==> src/verilog/pel_pkg.sv <==
package pel_pkg;
    localparam int          ADDR_W     = 5;
    localparam int          DATA_W     = 32;
    localparam int          BIDIR_N    = 3;
    localparam int          STAT_W     = 2;
    // register byte offsets
    localparam logic [4:0]  OFF_LEVEL  = 5'h00;
    localparam logic [4:0]  OFF_LATCH  = 5'h04;
    localparam logic [4:0]  OFF_DIR    = 5'h08;
    localparam logic [4:0]  OFF_ANSEL  = 5'h0c;
    localparam logic [4:0]  OFF_STAT   = 5'h10;
    localparam logic [4:0]  OFF_MASK   = 5'h14;
    // fields of the direction register
    localparam int          DIR_IBF    = 7;
    localparam int          DIR_OBF    = 6;
    localparam int          DIR_INPUT_BUFFER_OVERFLOW_FLAG   = 5;
    localparam int          DIR_MODE   = 4;
    // status bits
    localparam int          ST_PIF     = 0;
    localparam int          ST_OVF     = 1;
    // reset values
    localparam logic [2:0]  DIR_RST    = 3'h7;
    localparam logic [2:0]  ANSEL_RST  = 3'h7;
    localparam logic [2:0]  LATCH_RST  = 3'h0;
    localparam logic [1:0]  RESP_OKAY  = 2'h0;
    localparam logic [1:0]  RESP_SLVERR = 2'h2;
    typedef enum logic [1:0] {
        BUS_IDLE = 2'h0,
        BUS_WR   = 2'h1,
        BUS_RD   = 2'h2
    } pel_bus_e;
endpackage : pel_pkg

==> src/verilog/pel_psp_if.sv <==
`timescale 1ns/1ps
interface pel_psp_if;
    logic wrEnd;
    logic rdStart;
    logic rdEnd;
    logic rdActive;
    modport det  (output wrEnd, output rdStart, output rdEnd,
                  output rdActive);
    modport core (input wrEnd, input rdStart, input rdEnd,
                  input rdActive);
endinterface : pel_psp_if

==> src/verilog/pel_port_top.sv <==
`timescale 1ns/1ps
////////////////////////////////////////////////////////////////////////////
// Functional notes
// - direction bit one tri-states the pin; zero drives the latch value
// - large package: four-bit port, three pins individually bidirectional
// - bidirectional pin selected as analog reads back zero
// - direction still controls drivers while a pin is analog
// - upper four direction-register bits hold slave port status and mode
// - output latch readable and writable; reads return latch, not pins
// - fuse clear: fourth pin is input only, no direction or latch bit
// - fuse set: fourth pin acts as external reset input
// - fourth pin always senses programming voltage
// - small package: only the fourth input pin, only with fuse clear
// - direction register bit 3 unimplemented, reads zero
// - after reset the three bidirectional pins are analog inputs
// - mode bit enables slave port unless pwm runs dual or quad output
// - each external write end sets input-full and port interrupt flags
// - external read start drives data out and clears output-full
module pel_port_top
    import pel_pkg::*;
#(
    parameter bit LARGE_PKG = 1'b1
) (
    input  wire logic              clk,
    input  wire logic              rst_n,
    input  wire logic [ADDR_W-1:0] s_axi_awaddr,
    input  wire logic              s_axi_awvalid,
    output logic                   s_axi_awready,
    input  wire logic [DATA_W-1:0] s_axi_wdata,
    input  wire logic [3:0]        s_axi_wstrb,
    input  wire logic              s_axi_wvalid,
    output logic                   s_axi_wready,
    output logic [1:0]             s_axi_bresp,
    output logic                   s_axi_bvalid,
    input  wire logic              s_axi_bready,
    input  wire logic [ADDR_W-1:0] s_axi_araddr,
    input  wire logic              s_axi_arvalid,
    output logic                   s_axi_arready,
    output logic [DATA_W-1:0]      s_axi_rdata,
    output logic [1:0]             s_axi_rresp,
    output logic                   s_axi_rvalid,
    input  wire logic              s_axi_rready,
    input  wire logic [2:0]        pinIn,
    output logic      [2:0]        pinOut,
    output logic      [2:0]        pinOeN,
    input  wire logic              pinThree,
    input  wire logic              vppHigh,
    input  wire logic              masterClearFuse,
    input  wire logic              pwmMultiOut,
    input  wire logic              portDataRead,
    input  wire logic              portDataWritten,
    output logic                   externalResetReq,
    output logic                   progModeDetect,
    output logic                   ibfFlag,
    output logic                   obfFlag,
    output logic                   pspDriveData,
    output logic                   pspEnabled,
    output logic                   irq
);
    ////////////////////////////////////////////////////////////////////////
    logic [5:0]        syncQ;
    logic [2:0]        pinS;
    logic              pin3S;
    logic              vppS;
    logic              fuseS;
    logic [2:0]        latch_q;
    logic [2:0]        dir_q;
    logic [2:0]        ansel_q;
    logic              mode_q;
    logic              input_buffer_overflow_flag_q;
    logic [STAT_W-1:0] stat_q;
    logic [STAT_W-1:0] mask_q;
    logic              awReady_q;
    logic              wReady_q;
    logic [ADDR_W-1:0] awAddr_q;
    logic [7:0]        wData_q;
    logic              wStrb_q;
    logic              bvalid_q;
    logic [1:0]        bresp_q;
    logic              arReady_q;
    logic              rvalid_q;
    logic [DATA_W-1:0] rdata_q;
    logic [1:0]        rresp_q;
    logic              ibf_q;
    logic              obf_q;
    logic              irq_q;
    logic              pspEn_q;
    logic              extRst_q;
    logic              prog_q;

    pel_psp_if ev ();

    // pins and the fuse come from outside the clock domain
    pel_sync #(.W(6)) u_sync (
        .clk   (clk),
        .rst_n (rst_n),
        .d     ({masterClearFuse, vppHigh, pinThree, pinIn}),
        .q     (syncQ)
    );
    assign pinS  = syncQ[2:0];
    assign pin3S = syncQ[3];
    assign vppS  = syncQ[4];
    assign fuseS = syncQ[5];

    wire pspActive = LARGE_PKG & mode_q & ~pwmMultiOut;

    // strobes are the bidirectional pins themselves while in slave mode
    pel_psp_det u_det (
        .clk    (clk),
        .rst_n  (rst_n),
        .enable (pspActive),
        .rdN    (pinS[0]),
        .wrN    (pinS[1]),
        .csN    (pinS[2]),
        .ev     (ev.det)
    );

    ////////////////////////////////////////////////////////////////////////
    // bus decode
    wire [ADDR_W-1:0] wAddr  = {awAddr_q[ADDR_W-1:2], 2'b00};
    wire [ADDR_W-1:0] rAddr  = {s_axi_araddr[ADDR_W-1:2], 2'b00};
    wire wrDo     = ~awReady_q & ~wReady_q & ~bvalid_q;
    wire wrEn     = wrDo & wStrb_q;
    wire selLevel = wAddr == OFF_LEVEL;
    wire selLatch = wAddr == OFF_LATCH;
    wire selDir   = wAddr == OFF_DIR;
    wire selAnsel = wAddr == OFF_ANSEL;
    wire selStat  = wAddr == OFF_STAT;
    wire selMask  = wAddr == OFF_MASK;
    wire wMapped  = selLevel | selLatch | selDir | selAnsel | selStat |
                    selMask;
    wire arDo     = s_axi_arvalid & arReady_q;
    wire rMapped  = (rAddr == OFF_LEVEL) | (rAddr == OFF_LATCH) |
                    (rAddr == OFF_DIR) | (rAddr == OFF_ANSEL) |
                    (rAddr == OFF_STAT) | (rAddr == OFF_MASK);
    wire statRdClr = arDo & (rAddr == OFF_STAT);

    // pin-level view; analog pins and absent pins read zero
    wire [2:0] bidirVal = LARGE_PKG ? (pinS & ~ansel_q) : 3'h0;
    wire       pin3Val  = pin3S & ~fuseS;
    wire [7:0] levelVal = {4'h0, pin3Val, bidirVal};
    wire [7:0] dirVal   = {ibf_q, obf_q, input_buffer_overflow_flag_q, mode_q, 1'b0, dir_q};
    wire [7:0] latchVal = {5'h00, latch_q};
    wire [7:0] rdMux =
        (rAddr == OFF_LEVEL) ? levelVal :
        (rAddr == OFF_LATCH) ? latchVal :
        (rAddr == OFF_DIR)   ? dirVal :
        (rAddr == OFF_ANSEL) ? {5'h00, ansel_q} :
        (rAddr == OFF_STAT)  ? {6'h00, stat_q} :
        (rAddr == OFF_MASK)  ? {6'h00, mask_q} : 8'h00;

    ////////////////////////////////////////////////////////////////////////
    // write channel: address and data taken in either order
    always_ff @(posedge clk or negedge rst_n) begin
        if (!rst_n) begin
            awReady_q <= 1'b1;
            wReady_q  <= 1'b1;
            awAddr_q  <= '0;
            wData_q   <= 8'h00;
            wStrb_q   <= 1'b0;
            bvalid_q  <= 1'b0;
            bresp_q   <= RESP_OKAY;
        end else begin
            if (s_axi_awvalid && awReady_q) begin
                awReady_q <= 1'b0;
                awAddr_q  <= s_axi_awaddr;
            end
            if (s_axi_wvalid && wReady_q) begin
                wReady_q <= 1'b0;
                wData_q  <= s_axi_wdata[7:0];
                wStrb_q  <= s_axi_wstrb[0];
            end
            if (wrDo) begin
                bvalid_q <= 1'b1;
                bresp_q  <= wMapped ? RESP_OKAY : RESP_SLVERR;
            end
            if (bvalid_q && s_axi_bready) begin
                bvalid_q  <= 1'b0;
                awReady_q <= 1'b1;
                wReady_q  <= 1'b1;
            end
        end
    end

    // read channel: one read in flight
    always_ff @(posedge clk or negedge rst_n) begin
        if (!rst_n) begin
            arReady_q <= 1'b1;
            rvalid_q  <= 1'b0;
            rdata_q   <= '0;
            rresp_q   <= RESP_OKAY;
        end else if (arDo) begin
            arReady_q <= 1'b0;
            rvalid_q  <= 1'b1;
            rdata_q   <= {24'h000000, rdMux};
            rresp_q   <= rMapped ? RESP_OKAY : RESP_SLVERR;
        end else if (rvalid_q && s_axi_rready) begin
            arReady_q <= 1'b1;
            rvalid_q  <= 1'b0;
        end
    end

    ////////////////////////////////////////////////////////////////////////
    // software registers; both data addresses write the latch
    always_ff @(posedge clk or negedge rst_n) begin
        if (!rst_n) begin
            latch_q <= LATCH_RST;
            dir_q   <= DIR_RST;
            ansel_q <= ANSEL_RST;
            mode_q  <= 1'b0;
            mask_q  <= '0;
        end else if (wrEn) begin
            if (selLevel || selLatch)
                latch_q <= wData_q[2:0];
            // small package keeps all drivers off
            if (selDir && LARGE_PKG) begin
                dir_q  <= wData_q[2:0];
                mode_q <= wData_q[DIR_MODE];
            end
            if (selAnsel)
                ansel_q <= wData_q[2:0];
            if (selMask)
                mask_q <= wData_q[STAT_W-1:0];
        end
    end

    // hardware flags: a set in the same cycle as a clear wins, except obf, whose set is ignored while a read is active
    wire ibovSet = ev.wrEnd & ibf_q;
    wire ibovClr = wrEn & selDir & ~wData_q[DIR_INPUT_BUFFER_OVERFLOW_FLAG];
    wire ibfClr  = portDataRead;
    wire obfSet  = portDataWritten & ~ev.rdActive;
    wire [STAT_W-1:0] statSet = {ibovSet, ev.wrEnd | ev.rdEnd};

    always_ff @(posedge clk or negedge rst_n) begin
        if (!rst_n) begin
            ibf_q  <= 1'b0;
            obf_q  <= 1'b0;
            input_buffer_overflow_flag_q <= 1'b0;
            stat_q <= '0;
        end else begin
            ibf_q  <= ev.wrEnd | (ibf_q & ~ibfClr);
            obf_q  <= obfSet | (obf_q & ~ev.rdStart);
            input_buffer_overflow_flag_q <= ibovSet | (input_buffer_overflow_flag_q & ~ibovClr);
            stat_q <= statSet | (stat_q & ~{STAT_W{statRdClr}});
        end
    end

    // pin roles of the fourth pin, and status toward neighbours
    always_ff @(posedge clk or negedge rst_n) begin
        if (!rst_n) begin
            irq_q    <= 1'b0;
            pspEn_q  <= 1'b0;
            extRst_q <= 1'b0;
            prog_q   <= 1'b0;
        end else begin
            irq_q    <= |(stat_q & mask_q);
            pspEn_q  <= pspActive;
            extRst_q <= fuseS & ~pin3S;
            prog_q   <= vppS;
        end
    end

    ////////////////////////////////////////////////////////////////////////
    assign s_axi_awready    = awReady_q;
    assign s_axi_wready     = wReady_q;
    assign s_axi_bvalid     = bvalid_q;
    assign s_axi_bresp      = bresp_q;
    assign s_axi_arready    = arReady_q;
    assign s_axi_rvalid     = rvalid_q;
    assign s_axi_rdata      = rdata_q;
    assign s_axi_rresp      = rresp_q;
    // analog selection has no say over the drivers
    assign pinOut           = latch_q;
    assign pinOeN           = dir_q;
    assign pspDriveData     = ev.rdActive;
    assign ibfFlag          = ibf_q;
    assign obfFlag          = obf_q;
    assign pspEnabled       = pspEn_q;
    assign externalResetReq = extRst_q;
    assign progModeDetect   = prog_q;
    assign irq              = irq_q;
endmodule : pel_port_top

==> src/verilog/pel_sync.sv <==
`timescale 1ns/1ps
module pel_sync #(
    parameter int W = 1
) (
    input  wire logic         clk,
    input  wire logic         rst_n,
    input  wire logic [W-1:0] d,
    output logic      [W-1:0] q
);
    logic [W-1:0] meta_q;
    genvar i;
    generate
        for (i = 0; i < W; i++) begin : g_bit
            always_ff @(posedge clk or negedge rst_n) begin
                if (!rst_n) begin
                    meta_q[i] <= 1'b0;
                    q[i]      <= 1'b0;
                end else begin
                    meta_q[i] <= d[i];
                    q[i]      <= meta_q[i];
                end
            end
        end
    endgenerate
endmodule : pel_sync

==> src/verilog/pel_psp_det.sv <==
`timescale 1ns/1ps
module pel_psp_det
    import pel_pkg::*;
(
    input  wire logic clk,
    input  wire logic rst_n,
    input  wire logic enable,
    input  wire logic rdN,
    input  wire logic wrN,
    input  wire logic csN,
    pel_psp_if.det    ev
);
    pel_bus_e state_q;
    pel_bus_e state_d;
    logic     wrEnd_q;
    logic     rdStart_q;
    logic     rdEnd_q;
    // kept beside state_q so the data-drive output leaves a flop directly
    logic     rdActive_q;
    wire      wrAct = enable & ~csN & ~wrN;
    wire      rdAct = enable & ~csN & ~rdN;

    // a write takes priority when both strobes fall together
    always_comb begin
        state_d = state_q;
        case (state_q)
            BUS_IDLE: begin
                if (wrAct) state_d = BUS_WR;
                else if (rdAct) state_d = BUS_RD;
            end
            BUS_WR:  if (!wrAct) state_d = BUS_IDLE;
            BUS_RD:  if (!rdAct) state_d = BUS_IDLE;
            default: state_d = BUS_IDLE;
        endcase
    end

    always_ff @(posedge clk or negedge rst_n) begin
        if (!rst_n) begin
            state_q   <= BUS_IDLE;
            wrEnd_q   <= 1'b0;
            rdStart_q <= 1'b0;
            rdEnd_q   <= 1'b0;
            rdActive_q <= 1'b0;
        end else begin
            state_q   <= state_d;
            wrEnd_q   <= (state_q == BUS_WR) && !wrAct;
            rdStart_q <= (state_q == BUS_IDLE) && !wrAct && rdAct;
            rdEnd_q   <= (state_q == BUS_RD) && !rdAct;
            rdActive_q <= (state_d == BUS_RD);
        end
    end

    assign ev.wrEnd    = wrEnd_q;
    assign ev.rdStart  = rdStart_q;
    assign ev.rdEnd    = rdEnd_q;
    assign ev.rdActive = rdActive_q;
endmodule : pel_psp_det

==> config.mk <==
export PLATFORM = sky130hd
export DESIGN_NAME = pel_port_top
export DESIGN_NICKNAME = d
export VERILOG_FILES = /design/src/verilog/pel_pkg.sv /design/src/verilog/pel_psp_if.sv /design/src/verilog/pel_port_top.sv /design/src/verilog/pel_sync.sv /design/src/verilog/pel_psp_det.sv
export SDC_FILE = /design/constraint.sdc
export NUM_CORES = 1
export LEC_CHECK = 0
export BUFFER_PORTS_ARGS = -buffer_cell sky130_fd_sc_hd__buf_4
export CORE_ASPECT_RATIO = 0.7
export CORE_UTILIZATION = 48
export CTS_BUF_LIST = sky130_fd_sc_hd__clkbuf_4 sky130_fd_sc_hd__clkbuf_8
export DETAILED_ROUTE_END_ITERATION = 10
export GPL_TIMING_DRIVEN = 0
export PLACE_DENSITY = 0.81
export RECOVER_POWER = 25
export SLEW_MARGIN = 20
export SYNTH_ARGS = -nofsm -noshare
export SYNTH_HDL_FRONTEND = slang
export SYNTH_HIERARCHICAL = 1
export SYNTH_SLANG_ARGS = --single-unit
==> constraint.sdc <==
create_clock -name clk -period 2.2 [get_ports clk]
set_clock_uncertainty 0.15 [all_clocks]
set_input_delay 0.44 -clock clk [delete_from_list [all_inputs] [get_ports clk]]
set_output_delay 0.44 -clock clk [all_outputs]
set_load 0.02 [all_outputs]
# Word level (Yosys, flattened, before mapping)
# Index checks and enable logic that the tools add are counted.
# word_totals
reg_bits	68
input_bits	62
word_cells	152
output_inout_bits	54
# classes
n_bitwise	52
eq_ne	13
mux	23
n_reduce_logical	23
# op_table
cell	n
$mux W8	3
$and A1 B1 Y1	18
$mux W2	8
$not A1 Y1	14
$or A1 B1 Y1	14
$eq A3 B2 Y1 const B	4
$eq A3 B3 Y1 const B	4
$logic_not A5 Y1	2
$mux W1	10
$logic_and A1 B1 Y1	8
$reduce_and A2 Y1	4
$reduce_bool A2 Y1	4
$eq A3 B1 Y1 const B	2
$pmux W2 S3	1
$and A2 B2 Y2	2
$eq A2 B2 Y1 const B	2
$and A3 B3 Y3	1
$mux W3	1
$not A3 Y3	1
$eq A2 B1 Y1 const B	1
$logic_not A1 Y1	2
$logic_not A2 Y1	1
$not A2 Y2	1
$or A2 B2 Y2	1
2 further kinds	2

# Logic depth before layout (Yosys ltp)
# Gate-level depths: netlist of run 1.
# logic_depth
depth_word	9
mapped_depth	4
mapped_depth_nobuf	3

# Cells and area by module
# The synthesis of run 1 kept the hierarchy.
# modules_own_cells
module	seq_area_each_um2	cells_each	n_inst	area_per_inst_um2
pel_port_top	1137.3	173	1	2060.7
pel_sync	300.3	12	1	300.3
pel_psp_det	150.1	17	1	225.2

# Worst setup path after synthesis of run 1
# No wires, ideal clock.
# synth_path
path_type	reg-to-reg
startpoint	register bvalid_q (netlist: s_axi_bvalid)
endpoint	register mode_q
period_less_slack_ns	1.962
t_required_ns	1.925
setup_time_ns	0.125
arrival_time_ns	1.687
setup_slack_ns	0.238
path_stages_with_launch	4
path_cell_list	dfrtp_1 > or4b_4 > nor4b_4 > mux2_2
# synth_between
elab_chain_cells	4
# synth_rtl
element	line_no	source
from (decl)	pel_port_top.sv:78	logic bvalid_q;
from (signal assigned)	pel_port_top.sv:161	bvalid_q <= 1'b0;
from (signal assigned)	pel_port_top.sv:174	bvalid_q <= 1'b1;
from (signal assigned)	pel_port_top.sv:178	bvalid_q <= 1'b0;
$not A1 Y1	pel_port_top.sv:122	wire wrDo = ~awReady_q & ~wReady_q & ~bvalid_q;
$and A1 B1 Y1	pel_port_top.sv:122	
$and A1 B1 Y1	pel_port_top.sv:123	wire wrEn = wrDo & wStrb_q;
$reduce_and A2 Y1 (no line)	--	
to (signal assigned)	pel_port_top.sv:218	mode_q <= wData_q[DIR_MODE];
to (decl)	pel_port_top.sv:69	logic mode_q;
# Every way passes these cells.
# A chain may end at the register's enable or synchronous reset.

# Worst setup path after layout of run 1
# layout_path
startpoint	register wReady_q (netlist: s_axi_wready)
endpoint	register latch_q[0] (netlist: pinOut[0])
# layout_between
elab_chain_cells	5
# layout_rtl
element	line_no	source
from (decl)	pel_port_top.sv:74	logic wReady_q;
from (signal assigned)	pel_port_top.sv:157	wReady_q <= 1'b1;
from (signal assigned)	pel_port_top.sv:169	wReady_q <= 1'b0;
from (signal assigned)	pel_port_top.sv:180	wReady_q <= 1'b1;
$not A1 Y1	pel_port_top.sv:122	
$and A1 B1 Y1 (2 in a row)	pel_port_top.sv:122	
$and A1 B1 Y1	pel_port_top.sv:123	
$reduce_and A2 Y1 (no line)	--	
to (signal assigned)	pel_port_top.sv:214	latch_q <= wData_q[2:0];
to (decl)	pel_port_top.sv:66	logic [2:0] latch_q;
# Every way passes these cells.

==> metrics, run 1 <==
status=finished, final reports clean; Worst IR Drop VDD=0.755 mV; final core utilization=68.5%; Die Y=63.4 um; post-CTS sizing=0; fin nets=354; Clock transition at path regs=0.07 ns; crit path launch=s_axi_wready$_DFFE_PN1P_; Area growth syn-to-layout=31.5%; Final WS setup=0.132 ns; die outline width=89.7 um; required time of the worst setup path=2.27 ns; worst-path cell chain=or4b_4 -> nor3_1 -> mux2_2; Slew HR=1.28%; worst path bufs/invs=0; cell type with the largest total area after synthesis=dfrtp_1; hold_ws=0.0763 ns; die footprint=5690 um2; sequential area share after synthesis=61.4%; P_sw=1.22 mW; H-tree depth=3; kind of cell adding the most delay to the critical path=simple AND/OR/NAND/NOR gates; Slew @ Worst Pin=1.48 ns; Port Buf Inserts=54; core box area=4970 um2; sw frac=30.7%; CTS max path bufs=2; hpwl dp=3490 um; EDFF count, synth=0; CP max FO=5; CTS Sinks=63; Final Max Tran Viols=0; total grt overflow=0; multi-input logic area=856 um2; leak pwr=1.68 nW; share of power burned in registers=45.3%; WS Path Type=reg -> reg; Final GP Congestion=0.770; Syn Inst Count=202; R2R Path Start=s_axi_wready$_DFFE_PN1P_; Yosys cell types=33; Clock Latency Late Sink=0.34 ns; num rows=21; syn_area_per_cell=12.8 um2; pin count of the biggest net entering global routing=64; fin area=3400 um2; share of cells above drive strength 1=44.4%; Synth Cell Area=2590 um2; unrepaired setup endpoints after global routing=false; DRT Wirelength=4800 um; Initial Util=52.1%; Crit. End Element=register; worst stage delay on the critical path=0.58 ns; register area=1590 um2; FFs w/ async S/R, synth=100%; DR pass1 iterations=4; Clk pwr share=28.5%; fin crit share=94.0%; first-pass GRT wire length=7990 um; Area contributors post-synth=dfrtp_1 (52%), dfstp_2 (9.1%), mux2_2 (9.1%); DP Area=3170 um2; Power Density=1170 nW/um2; postcts setup bufs=0; vias per cell=4.75; most frequent cells in the layout=buf_4 (73), dfrtp_1 (54), conb_1 (26), mux2_2 (21), nand2_1 (19); root buf cell=clkbuf_8; DP Worst Slack=0.107 ns; number of vias in the routed layout=1738; # DRC=0; fin cells=366; dpl cells=350; min-delay src=pinIn[0]; Combinational Power Share=26.2%; min Tclk post-route=2.07 ns; initial antenna violation count=0; YS warnings=6; setup violators final=0; Total GRT Usage=18.8%; ANT cells=0; Tot Pwr=3.98 mW; WP data arrival=2.14 ns; Synth Flop Type=dfrtp_1; most common cell after layout, fill and taps aside=buf_4; CTS tree=built; Final Hold Viols=0; post-cts hold buffer count=0; min-delay worst type=in -> reg; CTS buffer count=9; initial drt markers=73; Worst Setup Start Kind=register; io pins=116; Yosys reg bits=63; Setup TNS=0 ns; area share of the largest cell type after synthesis=52.2%; Fillers=375; CP max stage cell=or4b_4; Antenna Violating Nets Remaining=0; WL/cell=13.1 um; max-cap violation count=0; vias in the first global route=1626; fmax=484 MHz; internal power=2.76 mW
per-layer routing:
layer / track usage (%) / vias to the layer above / wire length (um)
met1: 24.5 / 841 / 2180
li1: - / 825 / -
met5: 0 / - / 0
met4: 5.53 / 0 / 32
met3: 7.85 / 6 / 321
met2: 28.9 / 66 / 2260
worst register-to-register path, cell delays in order, from the launching register on:
cell	delay, ns
dfstp_2	0.39
or4b_4	0.58
nor3_1	0.42
mux2_2	0.41
cells by family after synthesis:
| group | Yosys count | share of synthesized area, % |
|---|---|---|
| other | 1 | 0.145 |
| AOI/OAI and AO/OA | 25 | 6.19 |
| muxes | 27 | 12.4 |
| buffers and inverters | 37 | 9.14 |
| DFF | 63 | 61.4 |
| and+or+nand+nor | 49 | 10.7 |
power groups by stage:
stage	registers, mW	logic (mW)	clock network (mW)
floorplan	1.91	0.515	0
global placement	1.80	1.02	0
detailed placement	1.82	1.05	0
CTS	1.80	1.06	1.16
global route	1.85	1.13	1.22
finish	1.80	1.04	1.13
state kept, by name, summed over array words and instances (netlist names), 3 cells and up:
name	flops
u_sync/meta_q	6
u_sync/q	6
pinOut	3
pinOeN	3
s_axi_rdata	8
awAddr_q	3
ansel_q	3
wData_q	5
final timing paths:
kind,end,slack [ns],cells past startpoint
worst max-delay path,pinOut[0]$_DFFE_PN0P_,0.13,3
worst max register to register,pinOut[0]$_DFFE_PN0P_,0.13,3
min in group asynchronous,externalResetReq$_DFF_PN0_,0.31,1
max in group asynchronous,mode_q$_DFFE_PN0P_,0.71,1
worst min register to register,u_sync/q[5]$_DFF_PN0_,0.20,0
worst min-delay path,u_sync/meta_q[0]$_DFF_PN0_,0.08,1
final cells by class:
type,instances,share of cell area (%)
multi-input combinational,127,25.2
clock buffer,11,4.45
sequential,63,46.7
timing repair buffer,54,11.8
clock inverter,5,2.35
tap,69,2.54
inverter,8,0.883
buffer,29,6.07
Yosys cell counts, types with 3 or more instances:
cell type / n
dfrtp_1: 54
buf_4: 26
mux2_2: 21
nand2_1: 19
o21ai_0: 12
dfstp_2: 9
inv_1: 8
nor2_1: 6
nor3_1: 5
a21oi_1: 4
mux2i_1: 4
nor2b_1: 4
clkbuf_1: 3
nand3_1: 3
No activity file was read; power rests on OpenSTA's default activity.
==> run 2, diff against run 1 <==
- SKIP_CTS_REPAIR_TIMING: default -> 1
- clock period: 2.2 -> 2 ns (I/O delays scaled with it)
==> metrics, run 2 (synthesized netlist as in run 1, its figures left out) <==
die footprint=5690 um2; worst flop-to-flop path endpoint=mode_q$_DFFE_PN0P_; fmax=493 MHz; Die Y=63.4 um; hold path depth=2; Tot Pwr=4.49 mW; CTS tree=built; CTS buffer count=9; Final WS setup=-0.0271 ns; R2R Path Start=s_axi_bvalid$_DFFE_PN0P_; status=complete, but fails checks; DRT Wirelength=5090 um; most common cell after layout, fill and taps aside=buf_4; initial drt markers=68; root buf cell=clkbuf_8; Clock transition at path regs=0.07 ns; Final GP Congestion=0.770; Clock Latency Late Sink=0.34 ns; final core utilization=70.9%; Port Buf Inserts=54; vias in the first global route=1626; failing checks=max-capacitance violations, negative setup slack; Worst Setup Start Kind=register; min Tclk post-route=2.03 ns; Final Max Tran Viols=0; vias per cell=4.74; Power Density=1280 nW/um2; initial antenna violation count=0; min-delay worst type=in -> reg; setup violators final=4; required time of the worst setup path=2.07 ns; pin count of the biggest net entering global routing=64; first-pass GRT wire length=7990 um; io pins=116; Slew HR=0.170%; Crit. End Element=register; Initial Util=52.1%; Total GRT Usage=18.8%; DR pass1 iterations=4; WP data arrival=2.10 ns; Worst R2R Path Depth=4; total grt overflow=0; CTS max path bufs=2; fin nets=366; core box area=4970 um2; unrepaired setup endpoints after global routing=true; WL/cell=13.5 um; Worst IR Drop VDD=0.841 mV; worst stage delay on the critical path=0.55 ns; share of cells above drive strength 1=45.3%; CTS Sinks=63; num rows=21; R2R Setup Slk=-0.03 ns; number of vias in the routed layout=1790; hold_ws=0.0612 ns; hpwl dp=3490 um; WS Path Type=reg -> reg; CP max stage cell=or4b_4; Final Hold Viols=0; max-cap violation count=1; Slew @ Worst Pin=1.50 ns; Area growth syn-to-layout=36.1%; most frequent cells in the layout=buf_4 (85), dfrtp_1 (54), conb_1 (26), mux2_2 (20), nand2_1 (19); worst-path cell chain=or4b_4 -> nor4b_4 -> buf_4 -> mux2_4; die outline width=89.7 um; CP max FO=5; Antenna Violating Nets Remaining=0; max FFs per register=8; H-tree depth=3; Hold Crit Endpoint=s_axi_awready$_DFFE_PN1P_; fin crit share=101%; # DRC=0; min-delay src=s_axi_awvalid; crit path launch=s_axi_bvalid$_DFFE_PN0P_; leak pwr=1.74 nW; ANT cells=0
==> run 2: area by class of cell <==
cell class	count	area, um2
fill	361	1450
buffer	29	206
tap	69	86.3
timing repair buffer	66	508
clock buffer	11	151
multi-input combinational	127	870
inverter	8	30.0
sequential	63	1590
clock inverter	5	80.1
==> run 2: routing by layer <==
metal / vias to the layer above / wire, um / GRT usage (%)
met3: 5 / 346 / 7.85
met4: 0 / 37 / 5.53
met5: - / 0 / 0
met1: 872 / 2260 / 24.5
met2: 63 / 2450 / 28.9
li1: 850 / - / -
==> run 2: how the worst max path moves through the flow <==
stage,end,cells after the start,slack [ns]
after global placement,mode_q$_DFFE_PN0P_,3,-0.04
after detailed placement,s_axi_rdata[0]$_DFFE_PN0N_,3,-0.05
after global routing,mode_q$_DFFE_PN0P_,4,-0.06
final,mode_q$_DFFE_PN0P_,4,-0.03
after CTS,pinOut[0]$_DFFE_PN0P_,3,-0.08
after floorplan,mode_q$_DFFE_PN0P_,3,0.04
==> run 2: through the flow <==
step	setup TNS, ns	std cells	setup slack, ns	area, um2
floorplan	0	227	0.0385	2680
global placement	-0.0653	350	-0.0380	3170
detailed placement	-0.148	350	-0.0533	3170
CTS	-0.371	366	-0.0847	3400
global route	-0.231	378	-0.0647	3520
finish	-0.0677	378	-0.0271	3520
==> run 2: critical path, delay by kind of cell (launching register included) <==
family                 cells  cell delay (ns)
AND/OR/NAND/NOR            2             0.85
flip-flops                 1             0.42
multiplexers               1             0.30
buffers and inverters      1             0.19
==> run 2: report_power, final <==
group / total [mW] / switching (mW) / internal (mW)
Clock: 1.25 / 0.481 / 0.767
Combinational: 1.26 / 0.602 / 0.659
Sequential: 1.98 / 0.311 / 1.67
Total: 4.49 / 1.39 / 3.09
